[src/link_port_pkg.sv]
// Package: link pin port types and constants
package link_port_pkg;

	// Link clock and mclk figures
	localparam int LINK_CLOCK_KHZ = 49152;
	localparam int FRAME_RATE_KHZ = 48;
	localparam int MCLK_KHZ = 100000;
	// Byte width of the serial streams
	localparam int BYTE_BITS = 8;
	localparam logic [2:0] BIT_LAST = 3'h7;
	localparam logic [2:0] BIT_FIRST = 3'h0;
	localparam logic [7:0] BYTE_ZERO = 8'h00;

	typedef enum logic
	{
		MODE_THREE_PIN,
		MODE_FIVE_PIN
	} pin_mode_t;

	// One two-way or three-state pin at the design port
	typedef struct packed
	{
		logic out;
		logic oe;
	} pin_drive_t;

	// Bytes the device sends in one transfer
	typedef struct packed
	{
		logic [7:0] data;
		logic [7:0] signal;
	} tx_byte_t;

endpackage : link_port_pkg

[src/media_link_pin_port.sv]
// Pin-level port of the media link, timed by the received link clock
module media_link_pin_port
(
	input wire logic mclk,
	input wire logic sys_rst,
	input wire logic linkClockIn,
	input wire logic linkSharedDataIn,
	input wire logic linkSharedSignalIn,
	input wire link_port_pkg::pin_mode_t pinMode,
	input wire logic txStart,
	input wire link_port_pkg::tx_byte_t txBytes,
	output logic txBusy,
	output link_port_pkg::pin_drive_t linkSharedData,
	output link_port_pkg::pin_drive_t linkSharedSignal,
	output link_port_pkg::pin_drive_t linkDataOut,
	output link_port_pkg::pin_drive_t linkSignalOut,
	output logic [7:0] rxData,
	output logic [7:0] rxSignal,
	output logic rxValid
);

	////////////////////////////////////////////////////////////////
	// Input synchronisers
	logic clkSync;
	logic datSync;
	logic sigSync;

	sync_two_ff uClk (.mclk(mclk), .sys_rst(sys_rst), .async(linkClockIn), .synced(clkSync));
	sync_two_ff uDat (.mclk(mclk), .sys_rst(sys_rst), .async(linkSharedDataIn), .synced(datSync));
	sync_two_ff uSig (.mclk(mclk), .sys_rst(sys_rst), .async(linkSharedSignalIn), .synced(sigSync));

	////////////////////////////////////////////////////////////////
	// Link clock edge detection
	logic clkPrev;
	logic linkRise;
	logic linkFall;

	always_ff @(posedge mclk)
	begin
		if (sys_rst)
			clkPrev <= 1'b0;
		else
			clkPrev <= clkSync;
	end

	assign linkRise = clkSync && !clkPrev;
	assign linkFall = !clkSync && clkPrev;

	////////////////////////////////////////////////////////////////
	// Transmit sequencer
	typedef enum logic [1:0]
	{
		TX_IDLE,
		TX_WAIT,
		TX_SHIFT
	} tx_state_t;

	tx_state_t txState;
	logic [2:0] txBit;
	link_port_pkg::tx_byte_t txShift;
	link_port_pkg::pin_mode_t txMode;

	always_ff @(posedge mclk)
	begin
		if (sys_rst)
		begin
			txState <= TX_IDLE;
			txBit <= link_port_pkg::BIT_FIRST;
			txShift <= '0;
			txMode <= link_port_pkg::MODE_THREE_PIN;
		end
		else
		begin
			unique case (txState)
				TX_IDLE:
				begin
					if (txStart)
					begin
						txShift <= txBytes;
						txMode <= pinMode;
						txBit <= link_port_pkg::BIT_FIRST;
						txState <= TX_WAIT;
					end
				end
				TX_WAIT:
				begin
					if (linkFall)
						txState <= TX_SHIFT;
				end
				TX_SHIFT:
				begin
					if (linkFall)
					begin
						txShift <= {txShift.data << 1, txShift.signal << 1};
						if (txBit == link_port_pkg::BIT_LAST)
							txState <= TX_IDLE;
						else
							txBit <= txBit + 3'h1;
					end
				end
			endcase
		end
	end

	always_ff @(posedge mclk)
	begin
		if (sys_rst)
			txBusy <= 1'b0;
		else
			txBusy <= (txState != TX_IDLE) || txStart;
	end

	////////////////////////////////////////////////////////////////
	// Pin drivers
	logic sending;
	logic fiveMode;

	assign sending = (txState == TX_SHIFT);
	assign fiveMode = (txMode == link_port_pkg::MODE_FIVE_PIN);

	always_ff @(posedge mclk)
	begin
		if (sys_rst)
		begin
			linkSharedData <= '0;
			linkSharedSignal <= '0;
			linkDataOut <= '0;
			linkSignalOut <= '0;
		end
		else
		begin
			// Shared pins only while sending in three-pin mode
			linkSharedData.oe <= sending && !fiveMode;
			linkSharedSignal.oe <= sending && !fiveMode;
			linkSharedData.out <= txShift.data[7];
			linkSharedSignal.out <= txShift.signal[7];
			// Dedicated pins only in five-pin mode
			linkDataOut.oe <= sending && fiveMode;
			linkSignalOut.oe <= sending && fiveMode;
			linkDataOut.out <= txShift.data[7];
			linkSignalOut.out <= txShift.signal[7];
		end
	end

	////////////////////////////////////////////////////////////////
	// Receive shifter, sampled on link clock rise
	logic [2:0] rxBit;
	logic [7:0] rxDatShift;
	logic [7:0] rxSigShift;

	always_ff @(posedge mclk)
	begin
		if (sys_rst)
		begin
			rxBit <= link_port_pkg::BIT_FIRST;
			rxDatShift <= link_port_pkg::BYTE_ZERO;
			rxSigShift <= link_port_pkg::BYTE_ZERO;
			rxData <= link_port_pkg::BYTE_ZERO;
			rxSignal <= link_port_pkg::BYTE_ZERO;
			rxValid <= 1'b0;
		end
		else
		begin
			rxValid <= 1'b0;
			if (linkRise && !sending)
			begin
				rxDatShift <= {rxDatShift[6:0], datSync};
				rxSigShift <= {rxSigShift[6:0], sigSync};
				rxBit <= rxBit + 3'h1;
				if (rxBit == link_port_pkg::BIT_LAST)
				begin
					rxData <= {rxDatShift[6:0], datSync};
					rxSignal <= {rxSigShift[6:0], sigSync};
					rxValid <= 1'b1;
				end
			end
		end
	end

	////////////////////////////////////////////////////////////////
	// Assertions
	a_five_data_off: assert property (@(posedge mclk) disable iff (sys_rst)
		fiveMode |=> !linkSharedData.oe)
		else $error("shared data driven in five-pin mode");
	a_five_sig_off: assert property (@(posedge mclk) disable iff (sys_rst)
		fiveMode |=> !linkSharedSignal.oe)
		else $error("shared signal driven in five-pin mode");
	a_dout_three_off: assert property (@(posedge mclk) disable iff (sys_rst)
		!fiveMode |=> !linkDataOut.oe)
		else $error("data-out driven in three-pin mode");
	a_sout_three_off: assert property (@(posedge mclk) disable iff (sys_rst)
		!fiveMode |=> !linkSignalOut.oe)
		else $error("signal-out driven in three-pin mode");
	a_idle_no_drive: assert property (@(posedge mclk) disable iff (sys_rst)
		!sending |=> !(linkSharedData.oe || linkDataOut.oe))
		else $error("driver on while not sending");
	a_idle_sig_off: assert property (@(posedge mclk) disable iff (sys_rst)
		!sending |=> !(linkSharedSignal.oe || linkSignalOut.oe))
		else $error("signal driver on while not sending");
	a_reset_hiz: assert property (@(posedge mclk)
		sys_rst |=> !(linkSharedData.oe || linkSharedSignal.oe || linkDataOut.oe
		|| linkSignalOut.oe))
		else $error("driver on after reset");
	a_shift_on_fall: assert property (@(posedge mclk) disable iff (sys_rst)
		(sending && !linkFall) |=> $stable(txBit))
		else $error("transmit bit moved without link clock fall");
	a_rx_on_rise: assert property (@(posedge mclk) disable iff (sys_rst)
		!linkRise |=> $stable(rxBit))
		else $error("receive bit moved without link clock rise");

	c_tx_three: cover property (@(posedge mclk) sending && !fiveMode);
	c_tx_five: cover property (@(posedge mclk) sending && fiveMode);
	c_rx_byte: cover property (@(posedge mclk) rxValid);
	c_mid_reset: cover property (@(posedge mclk) sys_rst && linkSharedData.oe);

endmodule : media_link_pin_port

[src/sync_two_ff.sv]
// Two-flop synchroniser for one input bit
module sync_two_ff
(
	input wire logic mclk,
	input wire logic sys_rst,
	input wire logic async,
	output logic synced
);

	logic firstStage;

	always_ff @(posedge mclk)
	begin
		if (sys_rst)
		begin
			firstStage <= 1'b0;
			synced <= 1'b0;
		end
		else
		begin
			firstStage <= async;
			synced <= firstStage;
		end
	end

endmodule : sync_two_ff

[config.mk]
export PLATFORM = sky130hd
export DESIGN_NAME = media_link_pin_port
export DESIGN_NICKNAME = d
export VERILOG_FILES = /design/src/link_port_pkg.sv /design/src/media_link_pin_port.sv /design/src/sync_two_ff.sv
export SDC_FILE = /design/constraint.sdc
export NUM_CORES = 1
export LEC_CHECK = 0
export BUFFER_PORTS_ARGS = -buffer_cell sky130_fd_sc_hd__clkbuf_2
export CORE_ASPECT_RATIO = 1.75
export CORE_MARGIN = 2
export CORE_UTILIZATION = 59
export CTS_BUF_LIST = sky130_fd_sc_hd__clkbuf_16
export DETAILED_ROUTE_END_ITERATION = 10
export PLACE_DENSITY = 0.85
export REMOVE_ABC_BUFFERS = 1
export SLEW_MARGIN = 15
export SYNTH_ARGS = -nofsm -noshare
export SYNTH_HDL_FRONTEND = slang
export SYNTH_SLANG_ARGS = --single-unit
[constraint.sdc]
create_clock -name mclk -period 4.4 [get_ports mclk]
set_input_delay 0.44 -clock mclk [delete_from_list [all_inputs] [get_ports mclk]]
set_output_delay 0.44 -clock mclk [all_outputs]
set_load 0.01 [all_outputs]
==> results of run 1 <==
==> how the worst min path moves through the flow <==
stage | start | to | cells past startpoint
floorplan | fiveMode | linkSharedSignal[0] | 1
global route | linkSharedDataIn | uDat.firstStage | 2
finish | linkSharedDataIn | uDat.firstStage | 2
detailed placement | uSig.firstStage | uSig.synced | 1
global placement | uClk.firstStage | uClk.synced | 1
CTS | linkSharedDataIn | uDat.firstStage | 2
==> cells by family (layout without fill, tap and decap cells) <==
kind of cell	Yosys count	in the layout	share of synthesized area
XOR/XNOR	1	1	0.003072
buffers and inverters	25	67	0.04651
flip-flops	68	68	0.4774
adder cells (fa/ha/maj)	8	8	0.03510
AO/OA/AOI/OAI	42	42	0.08557
AND/OR/NAND/NOR	129	129	0.2159
multiplexers	33	33	0.1365
==> Yosys cell counts, drive strengths merged, types with 4 or more instances <==
master,instances
dfxtp,68
nand2,68
a21oi,33
nor2,23
nor2b,23
mux2,17
mux2i,16
buf,14
clkbuf,9
ha,8
nand2b,4
==> layer usage <==
layer  routed length [um]  global-route usage  part of all wire
met1                 2013              0.2039              0.40
met2                 2775              0.3934              0.54
met3                  224             0.06989             0.044
met4                   83             0.08929             0.016
met5                    0                   0                 0
==> flip-flops by register name (all words and copies together), names as in the netlist, 2 cells and up <==
name	flops
linkSignalOut	2
rxSignal	8
txBit	3
rxSigShift	7
rxBit	3
rxDatShift	7
rxData	8
txState	2
txShift	16
==> through the flow <==
step	setup WS, ps	total power, mW	util	cells	hold WS [ps]
final	2014	1.724	0.7222	400	328.1
after global routing	1698	1.789	0.7222	400	324.6
after CTS	1983	1.737	0.7222	400	317.5
after detailed placement	2009	0.9469	0.6514	384	422.0
after global placement	2076	0.9354	0.6514	384	417.2
after floorplan	2427	0.8842	-	283	413.6
==> final cells by class <==
type | count | area [um2]
clock buffers | 9 | 225.2
clock inverters | 7 | 105.1
fillers | 369 | 1296
inverters | 2 | 7.507
multi-input cells | 213 | 1358
flip-flops and latches | 68 | 1361
well taps | 52 | 65.06
repair buffers | 49 | 247.7
==> critical path, stage by stage, from the launching register on <==
cell,delay (ps)
dfxtp_1,410
ha_1,930
nand4bb_1,640
nand2_1,130
a21oi_1,170
==> report_power, final <==
part	switching (mW)	total (mW)	internal (mW)
combinational	0.116	0.246	0.130
sequential	0.0248	0.691	0.666
clock	0.242	0.787	0.545
==> metrics, run 1 <==
DP Wirelength=3354 um; Post-synth EDFFs=0; Leakage=1.387 nW; RSZ-0062 raised after global routing=no; drt drc=0; CP Data Arrival Time=2610 ps; Setup CP Type=flip-flop to flip-flop; Worst Setup EP=rxSignal[4]; status=complete, no violations; antenna cells=0; clk slew on worst S/H paths=50 ps; Die X=56.55 um; Startpoint Class=flip-flop; crit-path max FO=24; fmax=419.2 MHz; initial antenna violation count=0; FF-to-FF End=rxSignal[4]; total CTS buffers=9; design area=3369 um2; most frequent cells in the layout=nand2_1, dfxtp_1, clkbuf_2, a21oi_1, nor2_1; wire per inst=12.74 um; area grow syn2layout=18.17%; CTS root buf=clkbuf_16; IO Count=49; Die ar.=5427 um2; largest net degree at the start of global routing=60; Required @ worst endpoint=4630 ps; Synth top area share=0.4774; row count=33; Max VDD drop=0.0003903 V; layout cells sized above 1=0.2500; Reg2Reg Depth=4; Max-slew headroom=0.2626; vias per cell=5.275; die height=95.97 um; largest cells by area after synthesis=dfxtp_1, nand2_1, a21oi_1, mux2i_1, mux2_4; CTS tree=built; GP Congestion=0.7338; Clock Latency Late Sink=320 ps; post-CTS setup buffers=0; min Tclk post-route=2386 ps; Yosys reg bits=68; IO buf count=48; Max Cap Viol=0; Initial Utilization=0.6112; Worst-Margin Slew=1106 ps; hold crit path type=input pin to flip-flop; Ys Warns=0; CTS hold repair buffers=0; final setup TNS=0 ps; H-Tree Depth=3; CTS sink count=68; clock tree buffer depth=2; Synth area leader=dfxtp_1; power density over the cells=511.6 nW/um2; Final Skew=3.692 ps; grt total ovfl=0; placed instance area=3039 um2; Worst R2R Setup Slack=2010 ps; GRT Resource Usage Total=0.2090; Final ANT Viol Nets=0; Pins Over Slew Limit=0; DR pass1 iterations=4; Cell variety after synth=36; Main synth FF type=dfxtp_1; vias in the first global route=2028; Synth async-reset ratio=0; quantity of gates resized following cts=0; Crit. Startpoint=txState[1]; final hold viol count=0; first-pass GRT wire length=8659 um; # nets final=374; Syn Inst Count=306; synthesized area=2851 um2; routed wire length=5096 um; Core Region=4666 um2; via count=2110; synthesized area per cell=9.319 um2; R2R Path Start=txState[1]; Final setup viols=0; part of the cycle the worst path needs=0.5422; Crit. End Element=flip-flop; Seq/Total Area, Yosys=0.4774; Iter 0 DRT Violations=43
No activity file was read; power rests on OpenSTA's default activity.
==> run 2: changes to the inputs <==
- CORE_UTILIZATION: 59 -> 50
- PLACE_DENSITY: 0.85 -> 0.77
- clock period: 4.4 -> 1.9 ns (I/O delays scaled with it)
==> run 2 against run 1 <==
Combinational power grew to 2.5 times the previous value. Via count is 2.9% higher. Clock power up 120%. Sequential power is 130% higher. Sequential share of layout area down 1.0 points. First-iteration DRC count is 37% higher. Register-to-register slack got worse by 1900 ps. Routed wire length increased by 6.5%. Clock skew increased by 3.4 ps. Clock-buffer cell count did not move. Critical path type unchanged. Largest power group unchanged.
==> metrics, run 2 (synthesis results as in run 1) <==
Initial Utilization=0.5147; post-CTS setup buffers=0; IO buf count=48; power density over the cells=1143 nW/um2; Clock Latency Late Sink=330 ps; most common cell after layout, fill and taps aside=nand2_1; Worst R2R Setup Slack=130 ps; Max VDD drop=0.0009189 V; CTS root buf=clkbuf_16; Leakage=1.421 nW; Top reg by flops=txShift; Hold Path Stages=2; Iter 0 DRT Violations=59; CP Data Arrival Time=1990 ps; Logic pwr share=0.156; Largest regs=txShift: 16 flops, rxData: 8 flops, rxSignal: 8 flops; Slowest-stage cell, CP=dfxtp_1; layout cells sized above 1=0.2817; IO Count=49; clk slew on worst S/H paths=50 ps; Core Region=5540 um2; Worst Path Buf+Inv=2; hold crit path type=input pin to flip-flop; part of the cycle the worst path needs=0.9339; grt total ovfl=0; Reg2Reg Depth=6; largest net degree at the start of global routing=40; via count=2171; P_int=3.016 mW; non-filler cells, final=431; FF-to-FF End=txShift[12]; clock tree buffer depth=2; filler cell count=515; Final Skew=7.056 ps; GP Congestion=0.7862; final hold viol count=0; CP cell instances=inv_1 -> ha_2 -> buf_4 -> mux2i_1 -> nor2_1 -> mux2_4; Clock Power Share=0.440; Required @ worst endpoint=2110 ps; drt drc=0; area grow syn2layout=21.41%; NetSw=941.7 uW; DR pass1 iterations=4; min Tclk post-route=1774 ps; Pins Over Slew Limit=0; H-Tree Depth=3; wire per inst=12.59 um; cell family with most CP delay=multiplexers; Worst-Margin Slew=356.0 ps; total power=3.958 mW; most frequent cells in the layout=nand2_1, dfxtp_1, clkbuf_2, a21oi_1, nor2_1; crit-path max FO=17; placed cells=415; routed wire length=5425 um; die height=103.9 um; Max Cap Viol=0; GRT Resource Usage Total=0.1897; Seq pwr share=0.404; Final ANT Viol Nets=0; status=complete, no violations; hold endpoint=uDat.firstStage; crit-path max cell delay=310 ps; R2R Path Start=txState[0]; vias in the first global route=2042; # nets final=381; first-pass GRT wire length=9039 um; Max-slew headroom=0.7627; Final setup viols=0; hold path start=linkSharedDataIn; Crit. End Element=flip-flop; Die ar.=6347 um2; fmax=563.6 MHz; vias per cell=5.037; RSZ-0062 raised after global routing=no; Sw Share=0.2379; antenna cells=0; CTS sink count=68; Setup CP Type=flip-flop to flip-flop; max reg flops=16; Startpoint Class=flip-flop; CTS hold repair buffers=0; Die X=61.09 um; DP Wirelength=3569 um; total CTS buffers=9; row count=36; CTS tree=built; initial antenna violation count=0
==> run 2: cell count changes in the layout (fill, tap and decap cells not counted), sizes merged <==
cell	change
bufinv	-1
buf	+7
inv	+1
clkinvlp	+2
clkinv	-2
==> run 2: metrics by stage <==
| step | utilization | hold WS (ps) | setup WS (ps) | area [um2] | setup TNS [ps] |
|---|---|---|---|---|---|
| after floorplan | - | 259.1 | -72.54 | 2726 | -319.2 |
| after global placement | 0.5635 | 406.6 | 87.15 | 3122 | 0 |
| after detailed placement | 0.5635 | 408.0 | 8.477 | 3122 | 0 |
| after CTS | 0.6222 | 70.37 | 16.49 | 3447 | 0 |
| after global routing | 0.6249 | 79.66 | 24.99 | 3462 | 0 |
| final | 0.6249 | 76.29 | 125.7 | 3462 | 0 |
==> run 2: power groups by stage <==
stage | sequential, mW | clock [mW] | combinational (mW)
2_1_floorplan | 1.62 | 0 | 0.431
3_3_place_gp | 1.62 | 0 | 0.571
3_5_place_dp | 1.62 | 0 | 0.591
4_1_cts | 1.60 | 1.77 | 0.618
5_1_grt | 1.61 | 1.84 | 0.672
6_report | 1.60 | 1.74 | 0.616
==> run 2: routing by layer <==
metal / wire length (um) / vias up / global-route usage
met5: 0 / - / 0
met1: 2070 / 1006 / 0.2073
li1: - / 1099 / -
met4: 99 / 0 / 0.09317
met3: 267 / 9 / 0.06219
met2: 2988 / 57 / 0.3131
==> run 2: worst max-delay path by stage <==
| stage | from | endpoint | slack [ps] | cells past startpoint |
|---|---|---|---|---|
| final | txState[0] | txShift[12] | 130 | 6 |
| after CTS | txState[0] | txShift[12] | 20 | 6 |
| after global placement | txState[0] | txShift[1] | 90 | 5 |
| after detailed placement | txState[0] | txShift[1] | 8 | 5 |
| after global routing | txState[0] | txShift[10] | 20 | 6 |
| after floorplan | txState[0] | txState[0] | -70 | 5 |
==> run 2: cell type report <==
| type | count | area (um2) | area share |
|---|---|---|---|
| Clock buffer | 9 | 225.2 | 0.06505 |
| Clock inverter | 7 | 92.59 | 0.02674 |
| Inverter | 2 | 7.507 | 0.002168 |
| Multi-Input combinational cell | 213 | 1379 | 0.3983 |
| Sequential cell | 68 | 1363 | 0.3936 |
| Tap cell | 76 | 95.09 | 0.02747 |
| Timing Repair Buffer | 56 | 300.3 | 0.08674 |
==> run 2: timing repair <==
item | 4_1_cts | 5_1_grt
gates resized for setup | 1 | 4
pin swaps | 0 | 0
endpoints found under the setup margin | 11 | 17
==> run 3: changes to the inputs <==
- SETUP_SLACK_MARGIN: unset -> 0.3
- SYNTH_HIERARCHICAL: unset -> 1
==> run 3 against run 2 <==
Sequential cell count unchanged. Clock skew fell by 2.0 ps. Via count is 4.2% higher. Global-route usage rose by 0.17 points. Core utilization grew 3.7 points. Largest cell class unchanged.
==> metrics, run 3 <==
routed wl met3=213 um; DR pass1 iterations=4; Core Region=5585 um2; Main synth FF type=dfxtp_1; status=complete, no violations; die height=104.4 um; synthesized area=2883 um2; IO buf count=48; crit-path max FO=6; Crit. Startpoint=txState[1]; RSZ-0062 raised after global routing=yes; routed wire length=5782 um; DP Wirelength=3698 um; vias per cell=5.040; post-synthesis mux area share=0.1306; Worst R2R Setup Slack=220 ps; clock tree buffer depth=2; compound-cell area share of the yosys netlist=0.08247; Die X=61.40 um; # nets final=399; top cells by count, synth=nand2_1, dfxtp_1, a21oi_1; vias in the first global route=2169; Final setup viols=0; Met2 Wirelength=3176 um; Synth area leader=dfxtp_1; CTS hold repair buffers=0; via count=2263; Initial Utilization=0.5161; Ys Warns=6; synthesized area per cell=9.152 um2; CTS root buf=clkbuf_16; WL met1=2231 um; most frequent cell after synthesis=nand2_1; crit-path max cell delay=380 ps; wire per inst=12.88 um; Final ANT Viol Nets=0; CP cell instances=inv_4 -> ha_4 -> and2b_4 -> a211o_4 -> clkbuf_16 -> mux2_4; Iter 0 DRT Violations=111; total power=4.131 mW; Hold Path Stages=2; IO Count=49; FF-to-FF End=txShift[12]; Clock Latency Late Sink=330 ps; R2R Path Start=txState[1]; Reg2Reg Depth=6; min Tclk post-route=1684 ps; layout cells sized above 1=0.3083; total CTS buffers=9; Synth async-reset ratio=0; Worst Path Buf+Inv=2; largest net degree at the start of global routing=39; hold path start=linkClockIn; part of the cycle the worst path needs=0.8862; Max-slew headroom=0.6751; Worst-Margin Slew=487.3 ps; Die ar.=6413 um2; CP Data Arrival Time=1900 ps; Top reg by flops=txShift; most common cell after layout, fill and taps aside=nand2_1; CTS sink count=68; Synth top area share=0.4722; power density over the cells=1117 nW/um2; Yosys reg bits=68; initial antenna violation count=0; Post-synth EDFFs=0; Seq/Total Area, Yosys=0.4722; drt drc=0; hold endpoint=uClk/firstStage; most frequent cells in the layout=nand2_1, dfxtp_1, clkbuf_2, a21oi_1, nor2b_1; CTS tree=built; Required @ worst endpoint=2110 ps; first-pass GRT wire length=9225 um; Pins Over Slew Limit=0; area grow syn2layout=28.26%; end-of-flow core utilization=0.6620; Syn Inst Count=315; largest family of logic cells by synthesized area=simple AND/OR/NAND/NOR gates; Slowest-stage cell, CP=dfxtp_4; H-Tree Depth=3; largest cells by area after synthesis=dfxtp_1, nand2_1, mux2i_1, a21oi_1, mux2_4; Cell variety after synth=35; clk slew on worst S/H paths=50 ps; Setup CP Type=flip-flop to flip-flop; top sig layer=met4; simple logic cell fraction of the synthesized area=0.2309; final hold viol count=0; GP Congestion=0.7562; GRT Resource Usage Total=0.1914; critical path depth=6; post-synthesis adder-cell area fraction=0.03472; Startpoint Class=flip-flop; Crit. End Element=flip-flop; Max VDD drop=0.0007097 V; grt total ovfl=0; max reg flops=16; row count=36; Largest regs=txShift: 16 flops, rxData: 8 flops, rxSignal: 8 flops; Max Cap Viol=0; Leakage=1.499 nW; hold crit path type=input pin to flip-flop; Final Skew=5.036 ps; cell family with most CP delay=flip-flops; fmax=593.9 MHz; antenna cells=0; Synth Area in XOR/XNOR=0.003038
==> run 3: area by class of cell <==
cell class / count / area [um2]
Clock buffer: 9 / 225.2
Sequential cell: 68 / 1368
Multi-Input combinational cell: 221 / 1465
Timing Repair Buffer: 65 / 444.2
Tap cell: 76 / 95.09
Clock inverter: 7 / 83.83
Fill cell: 477 / 1888
Inverter: 3 / 16.27
==> run 3: cell families after synthesis <==
group / count (synthesis)
and+or+nand+nor: 138
DFF: 68
AOI/OAI and AO/OA: 42
muxes: 32
buffers and inverters: 26
adders and majority gates: 8
xor gates and xnor gates: 1
==> run 3: worst max-delay path by stage <==
stage | to | slack (ps)
finish | txShift[12] | 220
global route | txShift[13] | 180
CTS | txShift[5] | 250
detailed placement | txShift[6] | 120
global placement | txShift[3] | 180
floorplan | rxData[0] | -710
==> run 3: stage by stage <==
step / hold WS (ps) / worst slack, ps / cell area (um2) / cells / TNS [ps]
final: 70.79 / 216.3 / 3697 / 449 / 0
after global routing: 70.24 / 183.1 / 3697 / 449 / 0
after CTS: 60.33 / 254.2 / 3553 / 443 / 0
after detailed placement: 404.2 / 119.0 / 3211 / 427 / 0
after global placement: 401.2 / 176.2 / 3211 / 427 / 0
after floorplan: 259.1 / -711.7 / 2761 / 292 / -12590
==> run 3: where the power goes <==
group / total [mW] / switching, mW / internal (mW)
sequential: 1.61 / 0.0626 / 1.54
combinational: 0.826 / 0.351 / 0.475
clock: 1.70 / 0.568 / 1.13
==> run 3: repair_timing <==
item                       in CTS  in global routing
pin swaps                       3                  3
cloned                          0                  2
resized for setup              12                 14
setup endpoints to repair      34                 20
buffers inserted                0                  4
==> run 3: metal layers <==
| layer | vias to the layer above | global-route usage |
|---|---|---|
| li1 | 1152 | - |
| met3 | 13 | 0.05348 |
| met2 | 50 | 0.3184 |
| met1 | 1048 | 0.1998 |
| met4 | 0 | 0.1201 |
| met5 | - | 0 |
